File: src/core/bcd_div_consts.svh
/*
 opcode patterns, field positions and timing figures for the decimal
 arithmetic, decrement and divide decoder. assumes nothing beyond being
 included by its bare name.
*/
`ifndef BCD_DIV_CONSTS_SVH
`define BCD_DIV_CONSTS_SVH

// first opcode byte of the two-byte forms; low bit is the size bit
`define PFX_IMM_B        8'h7c
`define PFX_IMM_W        8'h7d
`define PFX_DIV_SRC_HI   7'h3b
// second opcode byte
`define OP2_BCD_ADD_IMM  8'hec
`define OP2_BCD_ADD_REG  8'he4
`define OP2_BCD_SUB_IMM  8'hef
`define OP2_BCD_SUB_REG  8'he7
`define OP2_SQUOT_IMM    8'he1
`define OP2_UQUOT_IMM    8'he0
`define OP2_SALT_IMM     8'he3
`define OP2_SQUOT_SRC_HI 4'hd
`define OP2_UQUOT_SRC_HI 4'hc
`define OP2_SALT_SRC_HI  4'h9
// single-byte decrement forms
`define MINUS1_B_HI      5'h15
`define MINUS1_W_HI      4'hf
`define MINUS1_W_LO      3'h2
// short decrement target codes
`define TGT_REG0_HIGH    3'h3
`define TGT_REG0_LOW     3'h4
`define TGT_DSP_STATIC   3'h5
`define TGT_DSP_FRAME    3'h6
`define TGT_ABSOLUTE     3'h7
// divide source field boundaries
`define SRC_FIRST_IND    4'h6
`define SRC_FIRST_DSP8   4'h8
`define SRC_FIRST_DSP16  4'hc
// byte counts
`define LEN_1            3'h1
`define LEN_2            3'h2
`define LEN_3            3'h3
`define LEN_4            3'h4
// cycle counts
`define CYC_BCD_ADD      5'h05
`define CYC_BCD_SUB      5'h04
`define CYC_MINUS1_REG   5'h01
`define CYC_MINUS1_MEM   5'h03
`define CYC_SQUOT_REG    5'h16
`define CYC_SQUOT_MEM    5'h18
`define CYC_UQUOT_REG    5'h12
`define CYC_UQUOT_MEM    5'h14
`define CYC_SQUOT_WADD   5'h06
`define CYC_UQUOT_WADD   5'h07

`endif

File: src/core/bcd_div_pkg.sv
/*
 types shared by the decoder and its bench. assumes the consts header
 carries every numeric figure.
*/
package bcd_div_pkg;

	// instruction kinds recognised by the decoder
	typedef enum logic [2:0] {
		OP_NONE,
		OP_BCD_ADD,
		OP_BCD_SUB,
		OP_MINUS_ONE,
		OP_SQUOT,
		OP_UQUOT,
		OP_SQUOT_ALT
	} op_kind_e;

	// sequencer states
	typedef enum logic {
		ST_IDLE,
		ST_RUN
	} seq_state_e;

endpackage
File: src/core/bcd_arith_divide_decoder.sv
/*
 decode and timing of the decimal add, decimal subtract with borrow,
 decrement and divide group. assumes the fetch path offers the first two
 instruction bytes on the core clock, holds them until accepted, and that
 the divider can report an early finish.
 a reset in mid-run drops the instruction in flight without an end pulse.
*/
`timescale 1ns/1ps
`include "bcd_div_consts.svh"

// Overview of operation
// - byte bcd add immediate: 3 bytes, 5 cycles
// - word bcd add immediate: 4 bytes, 5 cycles
// - bcd add high into low: 2/5
// - short decrement target field and timing
// - address register decrement: one byte, one cycle
// - signed divide immediate 3/22, word +1/+6
// - unsigned divide immediate 3/18, word +1/+7
// - alternate signed divide immediate, base 3/22
// - signed divide source: 22 reg, 24 mem
// - unsigned divide source: 18 reg, 20 mem
// - divide cycle counts are upper bounds
// - bcd subtract immediate: 3 bytes, 4 cycles
// - bcd subtract high from low: 2/4
module bcd_arith_divide_decoder (
	input  wire logic                 clk,          // core clock
	input  wire logic                 reset,        // synchronous, active high
	input  wire logic                 fetch_valid,  // first two bytes present
	input  wire logic [7:0]           fetch_byte0,  // first opcode byte
	input  wire logic [7:0]           fetch_byte1,  // second opcode byte
	input  wire logic                 div_early,    // divider finished before budget
	output logic                      decode_ready, // may accept next instruction
	output bcd_div_pkg::op_kind_e     op_kind,      // kind of accepted instruction
	output logic                      op_size,      // 0 byte, 1 word
	output logic [3:0]                operand_sel,  // target or source field
	output logic [2:0]                instr_len,    // bytes consumed
	output logic [4:0]                cycle_budget, // listed cycles
	output logic                      busy,         // executing
	output logic                      done,         // one-cycle end pulse
	output logic                      illegal       // one-cycle pulse, not in group
);

	logic                  hit_next;
	bcd_div_pkg::op_kind_e kind_next;
	logic                  size_next;
	logic [3:0]            sel_next;
	logic [2:0]            len_next;
	logic [4:0]            cyc_next;
	logic                  is_div;
	logic [3:0]            src;

	bcd_div_pkg::seq_state_e state_reg;
	bcd_div_pkg::op_kind_e   kind_reg;
	logic                    size_reg;
	logic [3:0]              sel_reg;
	logic [2:0]              len_reg;
	logic [4:0]              cyc_reg;
	logic [4:0]              count_reg;
	logic                    ready_reg;
	logic                    done_reg;
	logic                    illegal_reg;
	logic                    busy_reg;
	logic                    div_reg;
	logic                    accept;
	logic                    start;
	logic                    finish;
	logic                    end_run;

	// an offer is only looked at while idle; while running the fetch path is simply ignored
	assign src    = fetch_byte1[3:0];
	assign accept = fetch_valid && (state_reg == bcd_div_pkg::ST_IDLE);
	assign start  = accept && hit_next;

	// divide source length by operand mode; the budget and the word size penalty are set in the decode below
	function automatic logic [2:0] src_len(input logic [3:0] f);
		if (f >= `SRC_FIRST_DSP16) begin
			src_len = `LEN_4;
		end else if (f >= `SRC_FIRST_DSP8) begin
			src_len = `LEN_3;
		end else begin
			src_len = `LEN_2;
		end
	endfunction

	// pure decode of the offered bytes; nothing is latched unless accepted
	always_comb begin
		// defaults are the plain two-byte register add; each form overrides what differs
		hit_next  = 1'b1;
		kind_next = bcd_div_pkg::OP_NONE;
		size_next = fetch_byte0[0];
		sel_next  = 4'h0;
		len_next  = `LEN_2;
		cyc_next  = `CYC_BCD_ADD;
		is_div    = 1'b0;
		// target codes below the first register one belong to other instructions
		if (fetch_byte0[7:3] == `MINUS1_B_HI && fetch_byte0[2:0] >= `TGT_REG0_HIGH) begin
			kind_next = bcd_div_pkg::OP_MINUS_ONE;
			size_next = 1'b0;
			sel_next  = {1'b0, fetch_byte0[2:0]};
			case (fetch_byte0[2:0])
				`TGT_REG0_HIGH, `TGT_REG0_LOW: begin
					len_next = `LEN_1;
					cyc_next = `CYC_MINUS1_REG;
				end
				`TGT_ABSOLUTE: begin
					len_next = `LEN_3;
					cyc_next = `CYC_MINUS1_MEM;
				end
				default: begin
					len_next = `LEN_2;
					cyc_next = `CYC_MINUS1_MEM;
				end
			endcase
		end else if (fetch_byte0[7:4] == `MINUS1_W_HI && fetch_byte0[2:0] == `MINUS1_W_LO) begin
			kind_next = bcd_div_pkg::OP_MINUS_ONE;
			size_next = 1'b1;
			sel_next  = {3'h0, fetch_byte0[3]};
			len_next  = `LEN_1;
			cyc_next  = `CYC_MINUS1_REG;
		end else if (fetch_byte0 == `PFX_IMM_B && fetch_byte1 == `OP2_BCD_ADD_IMM) begin
			kind_next = bcd_div_pkg::OP_BCD_ADD;
			len_next  = `LEN_3;
		end else if (fetch_byte0 == `PFX_IMM_W && fetch_byte1 == `OP2_BCD_ADD_IMM) begin
			kind_next = bcd_div_pkg::OP_BCD_ADD;
			len_next  = `LEN_4;
		end else if (fetch_byte0 == `PFX_IMM_B && fetch_byte1 == `OP2_BCD_ADD_REG) begin
			kind_next = bcd_div_pkg::OP_BCD_ADD;
		end else if (fetch_byte0 == `PFX_IMM_B && fetch_byte1 == `OP2_BCD_SUB_IMM) begin
			kind_next = bcd_div_pkg::OP_BCD_SUB;
			len_next  = `LEN_3;
			cyc_next  = `CYC_BCD_SUB;
		end else if (fetch_byte0 == `PFX_IMM_B && fetch_byte1 == `OP2_BCD_SUB_REG) begin
			kind_next = bcd_div_pkg::OP_BCD_SUB;
			cyc_next  = `CYC_BCD_SUB;
		end else if ({fetch_byte0[7:1], 1'b0} == `PFX_IMM_B && (fetch_byte1 == `OP2_SQUOT_IMM
			|| fetch_byte1 == `OP2_UQUOT_IMM || fetch_byte1 == `OP2_SALT_IMM)) begin
			is_div   = 1'b1;
			len_next = fetch_byte0[0] ? `LEN_4 : `LEN_3;
			if (fetch_byte1 == `OP2_UQUOT_IMM) begin
				kind_next = bcd_div_pkg::OP_UQUOT;
				cyc_next  = fetch_byte0[0] ? `CYC_UQUOT_REG + `CYC_UQUOT_WADD : `CYC_UQUOT_REG;
			end else begin
				kind_next = (fetch_byte1 == `OP2_SALT_IMM) ? bcd_div_pkg::OP_SQUOT_ALT
				                                           : bcd_div_pkg::OP_SQUOT;
				cyc_next  = fetch_byte0[0] ? `CYC_SQUOT_REG + `CYC_SQUOT_WADD : `CYC_SQUOT_REG;
			end
		end else if (fetch_byte0[7:1] == `PFX_DIV_SRC_HI && (fetch_byte1[7:4] == `OP2_SQUOT_SRC_HI
			|| fetch_byte1[7:4] == `OP2_UQUOT_SRC_HI || fetch_byte1[7:4] == `OP2_SALT_SRC_HI)) begin
			is_div   = 1'b1;
			sel_next = src;
			len_next = src_len(src);
			if (fetch_byte1[7:4] == `OP2_UQUOT_SRC_HI) begin
				kind_next = bcd_div_pkg::OP_UQUOT;
				cyc_next  = ((src >= `SRC_FIRST_IND) ? `CYC_UQUOT_MEM : `CYC_UQUOT_REG)
				            + (fetch_byte0[0] ? `CYC_UQUOT_WADD : 5'h00);
			end else begin
				kind_next = (fetch_byte1[7:4] == `OP2_SALT_SRC_HI) ? bcd_div_pkg::OP_SQUOT_ALT
				                                                   : bcd_div_pkg::OP_SQUOT;
				cyc_next  = ((src >= `SRC_FIRST_IND) ? `CYC_SQUOT_MEM : `CYC_SQUOT_REG)
				            + (fetch_byte0[0] ? `CYC_SQUOT_WADD : 5'h00);
			end
		end else begin
			// word register add and word immediate subtract fall here as well
			hit_next = 1'b0;
		end
		// of the decimal forms only the immediate add has a word variant
		if (!is_div && kind_next != bcd_div_pkg::OP_MINUS_ONE) begin
			size_next = fetch_byte0[0] && (len_next == `LEN_4);
		end
	end

	// divides may stop on the divider's word before the budget runs out; other kinds ignore it
	assign finish = (count_reg == 5'h01) || (div_early && div_reg);

	// a run ends on the last counted cycle or on the divider's early word
	assign end_run = (state_reg == bcd_div_pkg::ST_RUN) && finish;

	// divide flag held with the kind so the early-finish gate is a single flop
	always_ff @(posedge clk) begin
		if (reset) begin
			div_reg <= 1'b0;
		end else if (start) begin
			div_reg <= is_div;
		end
	end

	// sequencer state: idle until a recognised instruction is taken, run until it ends
	always_ff @(posedge clk) begin
		if (reset) begin
			state_reg <= bcd_div_pkg::ST_IDLE;
		end else begin
			case (state_reg)
				bcd_div_pkg::ST_IDLE: begin
					if (start) begin
						state_reg <= bcd_div_pkg::ST_RUN;
					end
				end
				bcd_div_pkg::ST_RUN: begin
					if (finish) begin
						state_reg <= bcd_div_pkg::ST_IDLE;
					end
				end
				default: begin
					state_reg <= bcd_div_pkg::ST_IDLE;
				end
			endcase
		end
	end

	// budget counter: loaded on acceptance, one step per clock, so a budget of n gives n busy cycles
	always_ff @(posedge clk) begin
		if (reset) begin
			count_reg <= 5'h00;
		end else if (start) begin
			count_reg <= cyc_next;
		end else if (end_run) begin
			count_reg <= 5'h00;
		end else if (state_reg == bcd_div_pkg::ST_RUN) begin
			count_reg <= count_reg - 5'h01;
		end
	end

	// ready to take an offer whenever no instruction is running
	always_ff @(posedge clk) begin
		if (reset) begin
			ready_reg <= 1'b1;
		end else if (start) begin
			ready_reg <= 1'b0;
		end else if (end_run) begin
			ready_reg <= 1'b1;
		end
	end

	// busy has a flop of its own rather than an inverter so the port leaves a register
	always_ff @(posedge clk) begin
		if (reset) begin
			busy_reg <= 1'b0;
		end else if (start) begin
			busy_reg <= 1'b1;
		end else if (end_run) begin
			busy_reg <= 1'b0;
		end
	end

	// end pulse: one cycle, so the core sees each completion exactly once
	always_ff @(posedge clk) begin
		if (reset) begin
			done_reg <= 1'b0;
		end else begin
			done_reg <= end_run;
		end
	end

	// instruction identity held for the whole run so the core reads it stably
	always_ff @(posedge clk) begin
		if (reset) begin
			kind_reg <= bcd_div_pkg::OP_NONE;
			size_reg <= 1'b0;
		end else if (start) begin
			kind_reg <= kind_next;
			size_reg <= size_next;
		end
	end

	// operand field: target of a decrement or divisor mode of a divide
	always_ff @(posedge clk) begin
		if (reset) begin
			sel_reg <= 4'h0;
		end else if (start) begin
			sel_reg <= sel_next;
		end
	end

	// the fetch path skips len bytes; the budget is the listed count, an upper bound for divides
	always_ff @(posedge clk) begin
		if (reset) begin
			len_reg <= 3'h0;
			cyc_reg <= 5'h00;
		end else if (start) begin
			len_reg <= len_next;
			cyc_reg <= cyc_next;
		end
	end

	// unknown byte pairs are flagged and dropped; the fetch path must move on
	always_ff @(posedge clk) begin
		if (reset) begin
			illegal_reg <= 1'b0;
		end else begin
			illegal_reg <= accept && !hit_next;
		end
	end

	assign decode_ready = ready_reg;
	assign op_kind      = kind_reg;
	assign op_size      = size_reg;
	assign operand_sel  = sel_reg;
	assign instr_len    = len_reg;
	assign cycle_budget = cyc_reg;
	assign busy         = busy_reg;
	assign done         = done_reg;
	assign illegal      = illegal_reg;

endmodule

File: config.mk
export PLATFORM = sky130hd
export DESIGN_NAME = bcd_arith_divide_decoder
export DESIGN_NICKNAME = d
export VERILOG_FILES = /design/src/core/bcd_div_pkg.sv /design/src/core/bcd_arith_divide_decoder.sv
export VERILOG_INCLUDE_DIRS = /design/src /design/src/core
export SDC_FILE = /design/constraint.sdc
export NUM_CORES = 1
export LEC_CHECK = 0
export ABC_AREA = 1
export BUFFER_PORTS_ARGS = -buffer_cell sky130_fd_sc_hd__buf_4
export CAP_MARGIN = 10
export CORE_UTILIZATION = 47
export DETAILED_ROUTE_END_ITERATION = 6
export GPL_ROUTABILITY_DRIVEN = 1
export GPL_TIMING_DRIVEN = 0
export PLACE_DENSITY = 0.77
export SLEW_MARGIN = 30
export SYNTH_ARGS = -nofsm -noshare
export SYNTH_HDL_FRONTEND = slang
export SYNTH_SLANG_ARGS = --single-unit
File: constraint.sdc
create_clock -name clk -period 1.4 [get_ports clk]
set_input_delay 0.14 -clock clk [delete_from_list [all_inputs] [get_ports clk]]
set_output_delay 0.14 -clock clk [all_outputs]
set_load 0.005 [all_outputs]
Word-level counts from Yosys, hierarchy flattened --
Cells that the tools add are included.
Word-level totals: memory bits (read-only) 0, output and inout bits 20, latch bits 0, memories kept 0, word-level logic and storage cells 151, input bits 20, register bits after elaboration 27, memory bits (writable) 0
Operators by class: multipliers 0, bitwise operators 1, order comparisons 4, div/mod/pow operators 0, shift operators 0, $add $sub $neg 3, multiplexer cells 82, equal/unequal tests 23, reductions and logical operators 26
Operators with widths (number):
- 2-to-1 mux 3 bit | 23
- 2-to-1 mux 5 bit | 13
- equality test 8 bit, second input constant | 7
- 2-to-1 mux 4 bit | 13
- 2-to-1 mux 1 bit | 26
- equality test 4 bit, second input constant | 4
- equality test 8 x 7 -> 1 bit, second input constant | 2
- logical AND 1 bit | 16
- equality test 7 x 6 -> 1 bit, second input constant | 2
- adder 5 x 3 -> 5 bit | 2
- 2-to-1 mux 2 bit | 5
- equality test 3 bit, second input constant | 3
- >= comparator 4 bit, second input constant | 2
- equality test 3 x 2 -> 1 bit, second input constant | 2
- equality test 5 x 1 -> 1 bit, second input constant | 1
- equality test 5 bit, second input constant | 1
- logical OR 1 bit | 5
- subtractor 5 x 1 -> 5 bit, second input constant | 1
- >= comparator 4 x 3 -> 1 bit, second input constant | 1
- case mux 2 bit (2 select lines) | 1
- >= comparator 3 x 2 -> 1 bit, second input constant | 1
- inequality test 3 x 2 -> 1 bit, second input constant | 1
- nonzero test 3 bit | 1
- zero test 1 bit | 2
- 4 further kinds | 4

Depth between registers and ports, before layout --
depth in word-level cells 16, depth in mapped cells 13, gate-level depth less buffers 13

Worst setup path after synthesis --
No wires, ideal clock.
path kind reg2reg, start point register count_reg[1], end point register count_reg[1], period minus slack after synthesis 1430 ps, path buffers 0, data arrival time 1374 ps, cell stages (with the launch flop) 12, data required time 1344 ps, library setup time 56 ps, path slack -30 ps, cell sequence dfxtp_1 inv_1 ha_1 nand3_1 and2_1 inv_1 nor2_1 inv_1 or2_2 nand3_1 nand2_1 inv_1
On the way: word-level cells in the longest chain between the ends 5, elaborated cells between the ends (all ways) 8, classes of those cells 1 x add/sub; 1 x eq/ne; 3 x mux; 3 x reduce/logical
Ends and longest elaborated chain:
- start, declared | RTL line bcd_arith_divide_decoder.sv:58 | logic [4:0] count_reg;
- start signal, assigned | RTL line bcd_arith_divide_decoder.sv:215 | count_reg <= cyc_next;
- start signal, assigned | RTL line bcd_arith_divide_decoder.sv:219 | count_reg <= count_reg - 5'h01;
- branches (longest 5 deep; another with subtractor 5 x 1 -> 5 bit)
Parallel ways; which one is timed is not known. The select of a mux whose other input is x is not followed. A chain may end at the register's enable or synchronous reset.

Final worst setup path --
Same ends and word-level chain as after synthesis.

==> impl_results.md <==
* CTS root buf: clkbuf_8
* Synth unique cells at 36
* RSZ-0062 raised after global routing: true
* Fin crit share at just under 100%
* First-pass GRT wire length at 7.76 mm
* Standard-cell rows at 22
* Mapped Nets at 307
* Post-route ant nets at 0
* Worst r2r dst: count_reg[1]
* Reg2Reg Setup Slack at between 0.02 and 0.025 ns
* Antenna cells at 0
* Final HPWL DP at 3.40 mm
* Post-synthesis sequential area ratio at 28.8%
* Pins Over Slew Limit at 0
* Net switching fraction of the power at 24.5%
* Rel. slew slack at 67.1%
* Synthesized cell area at 1810 µm²
* Power Density at roughly 660 nW/µm²
* Final GP Congestion at roughly 0.96
* LEAKAGE at 1.20 nW
* Num CTS Buffers at 3
* Crit path required time at about 1.6 ns
* Final #Nets at around 360
* CTS tree: built
* WHS Path Cells at 3
* Layout Skew at ~0.010 ns
* CTS Buffer Depth at 2
* Worst-path clk slew at about 0.09 ns
* Gr ovfl total at 0
* Slew @ Worst Pin at 0.494 ns
* Clock power share at a little under two fifths
* Syn Inst Count at roughly 280
* DRC Markers at 0
* Final Hold Viols at 0
* Max Cap Viol at 0
* Clk sinks at 26
* Pin count of the biggest net entering global routing at 16
* Height of the chip at 64 µm
* Crit-path max FO at 2
* Worst vdd ir at ~0.48 mV
* Sequential fraction of design power at between 40% and 50%
* Worst Hold Path EP: illegal
* Total Wirelength at just under 5 mm
* Internal Power at between 1 and 1.5 mW
* Total GRT Usage at 24.3%
* Combinational share of power at between 10% and 20%
* Hold_sp: fetch_valid
* Fin crit period at roughly 1.4 ns
* Vias in the first global route at around 1700
* Crit Path Class: flop to flop
* Die Span X at 64 µm
* Layout cells sized above 1 at between 30% and 40%
* Syn. warnings at 0
* Mean Syn Cell Area at roughly 6.4 µm²
* Core area at approximately 3700 µm²
* Yosys reg bits at 26
* Clk_lat worst skew at roughly 0.28 ns
* DR vias at between 1500 and 2000
* Psw at 0.401 mW
* Starting Density at 49.4%
* Worst EP arrival at about 1.6 ns
* Die area at 4100 µm²
* Drt via density at slightly above 5
* R2R cell count at 11
* Critical Path Source Type: flop
* DP Worst Slack at -0.277 ns
* Critical Path Sink Type: flop
* Setup ws final at 0.0240 ns
* Drt wl/cell at between 10 and 15 µm
* Fmax at around 0.73 GHz
* Ports at 40
* Drt first pass iters at 4
* Hold Buf Count CTS at 0
* Initial antenna violation count at 0
* Setup violators final at 0
* Port buffer count at 37
* R2R Path Start: count_reg[1]
* HP Class: primary input to flop
* Drt initial violations at 139
* Status: complete, no violations
* Htree depth at 1
* Area grow syn2layout at 36.6%
* Total power at approximately 1.6 mW
## worst max-delay path, stage by stage (launching register included)
cell and delay (ns):
dfxtp_2 0.35, inv_2 0.05, ha_4 0.15, nand3_2 0.07
and2_4 0.15, inv_2 0.04, nor2_4 0.09, inv_2 0.05
or2_4 0.24, nand3_2 0.05, nand2_1 0.04, inv_1 0.04
## timing repair
item | in CTS | in global routing
gates cloned | 0 | 1
pin swaps | 3 | 15
gates resized for setup | 9 | 34
setup endpoints to repair | 1 | 22
buffers inserted | 3 | 9
## per-stage QoR
step | hold WS, ns | util (%) | std cells | cell area, µm² | setup TNS, ns
CTS | 0.174 | 61.8 | 375 | 2260 | 0
global route | 0.195 | 67.4 | 385 | 2470 | -0.145
floorplan | 0.316 | - | 283 | 1810 | 0
finish | 0.192 | 67.4 | 385 | 2470 | 0
global placement | 0.452 | 58.6 | 368 | 2150 | -4.56
detailed placement | 0.451 | 58.6 | 368 | 2150 | -4.79
## how the worst max path moves through the flow
| stage | startpoint | to | slack (ns) | cells after the start |
|---|---|---|---|---|
| after floorplan | count_reg[1] | count_reg[1] | 0.001 | 11 |
| after global placement | fetch_byte1[1] | op_kind[1] | -0.26 | 12 |
| after detailed placement | fetch_byte1[1] | op_kind[1] | -0.28 | 12 |
| after CTS | count_reg[1] | count_reg[1] | 0.004 | 11 |
| after global routing | fetch_byte1[4] | count_reg[3] | -0.03 | 13 |
| final | count_reg[1] | count_reg[1] | 0.02 | 11 |
## cell type report
cell class	count	area (µm²)
Timing Repair Buffer	50	393
Fill cell	307	1190
Buffer	7	57.6
Clock inverter	1	30.0
Multi-Input combinational cell	209	1200
Clock buffer	3	41.3
Inverter	41	161
Sequential cell	26	524
Tap cell	48	60.1
## synth_stat cells
cell type / number / area, µm²
a21oi_1: 15 / 75.1
nor2_1: 44 / 165
or2_2: 1 / 6.26
inv_1: 30 / 113
buf_4: 2 / 15.0
o21a_1: 1 / 7.51
o21ai_1: 8 / 40.0
nor2_2: 3 / 18.8
nand3_1: 25 / 125
xor2_1: 2 / 17.5
nand3b_1: 1 / 7.51
nand2_2: 5 / 31.3
a21oi_2: 3 / 26.3
nand4_1: 5 / 31.3
o21ai_4: 1 / 16.3
o21ai_0: 6 / 30.0
nand3_2: 1 / 10.0
inv_4: 1 / 6.26
clkbuf_1: 2 / 7.51
and2_1: 1 / 6.26
clkinv_1: 1 / 3.75
dfxtp_1: 26 / 521
nor3_2: 2 / 20.0
o221ai_1: 1 / 8.76
nand2_4: 2 / 22.5
nand2_1: 63 / 236
o21ai_2: 1 / 8.76
nor3_1: 5 / 25.0
nand3_4: 1 / 17.5
ha_1: 4 / 50.1
o22ai_1: 3 / 18.8
buf_2: 1 / 5.00
inv_2: 9 / 33.8
nor2_4: 4 / 45.0
nand4_2: 1 / 12.5
buf_6: 2 / 22.5
## logic make-up (layout without fill, tap and decap cells)
logic type / after synthesis / count (layout) / synth area share (%)
and+or+nand+nor: 164 / 164 / 43.2
adders and majority gates: 4 / 4 / 2.77
xor gates and xnor gates: 2 / 2 / 0.970
AOI/OAI and AO/OA: 39 / 39 / 12.8
buffers and inverters: 48 / 102 / 11.4
DFF: 26 / 26 / 28.8
## power groups by stage
stage | clock, mW | sequential [mW] | combinational (mW)
finish | 0.620 | 0.757 | 0.262
CTS | 0.627 | 0.756 | 0.230
detailed placement | 0 | 0.773 | 0.223
floorplan | 0 | 0.773 | 0.133
global placement | 0 | 0.773 | 0.219
global route | 0.662 | 0.759 | 0.289
## placed cells by master, fill, tap and decap left out, types with 2 or more instances in the layout
master | synthesis | final
nand4_1 | 5 | 5
nand2_4 | 2 | 3
o21ai_4 | 1 | 2
inv_2 | 9 | 15
clkbuf_1 | 2 | 2
a21oi_2 | 3 | 3
nor2_4 | 4 | 9
o21ai_1 | 8 | 9
nor2_2 | 3 | 3
ha_1 | 4 | 3
clkbuf_8 | 0 | 3
xor2_1 | 2 | 2
nand3_1 | 25 | 23
buf_4 | 2 | 51
dfxtp_2 | 0 | 3
o22ai_1 | 3 | 3
dfxtp_1 | 26 | 23
inv_1 | 30 | 23
nor3_2 | 2 | 2
nor2_1 | 44 | 39
a21oi_1 | 15 | 15
o21ai_0 | 6 | 5
nor3_1 | 5 | 4
nand2_2 | 5 | 10
nand2_1 | 63 | 56
nand3_2 | 1 | 3
buf_8 | 0 | 2
## per-layer routing
layer	vias up	part of all wire (%)	global-route usage (%)
met5	-	0	0
met4	0	1.6	8.81
met3	8	6.2	4.29
met2	68	47	39.6
met1	892	45	31.8
li1	1013	-	-
Note: power is estimated with default switching activity, not from simulation.
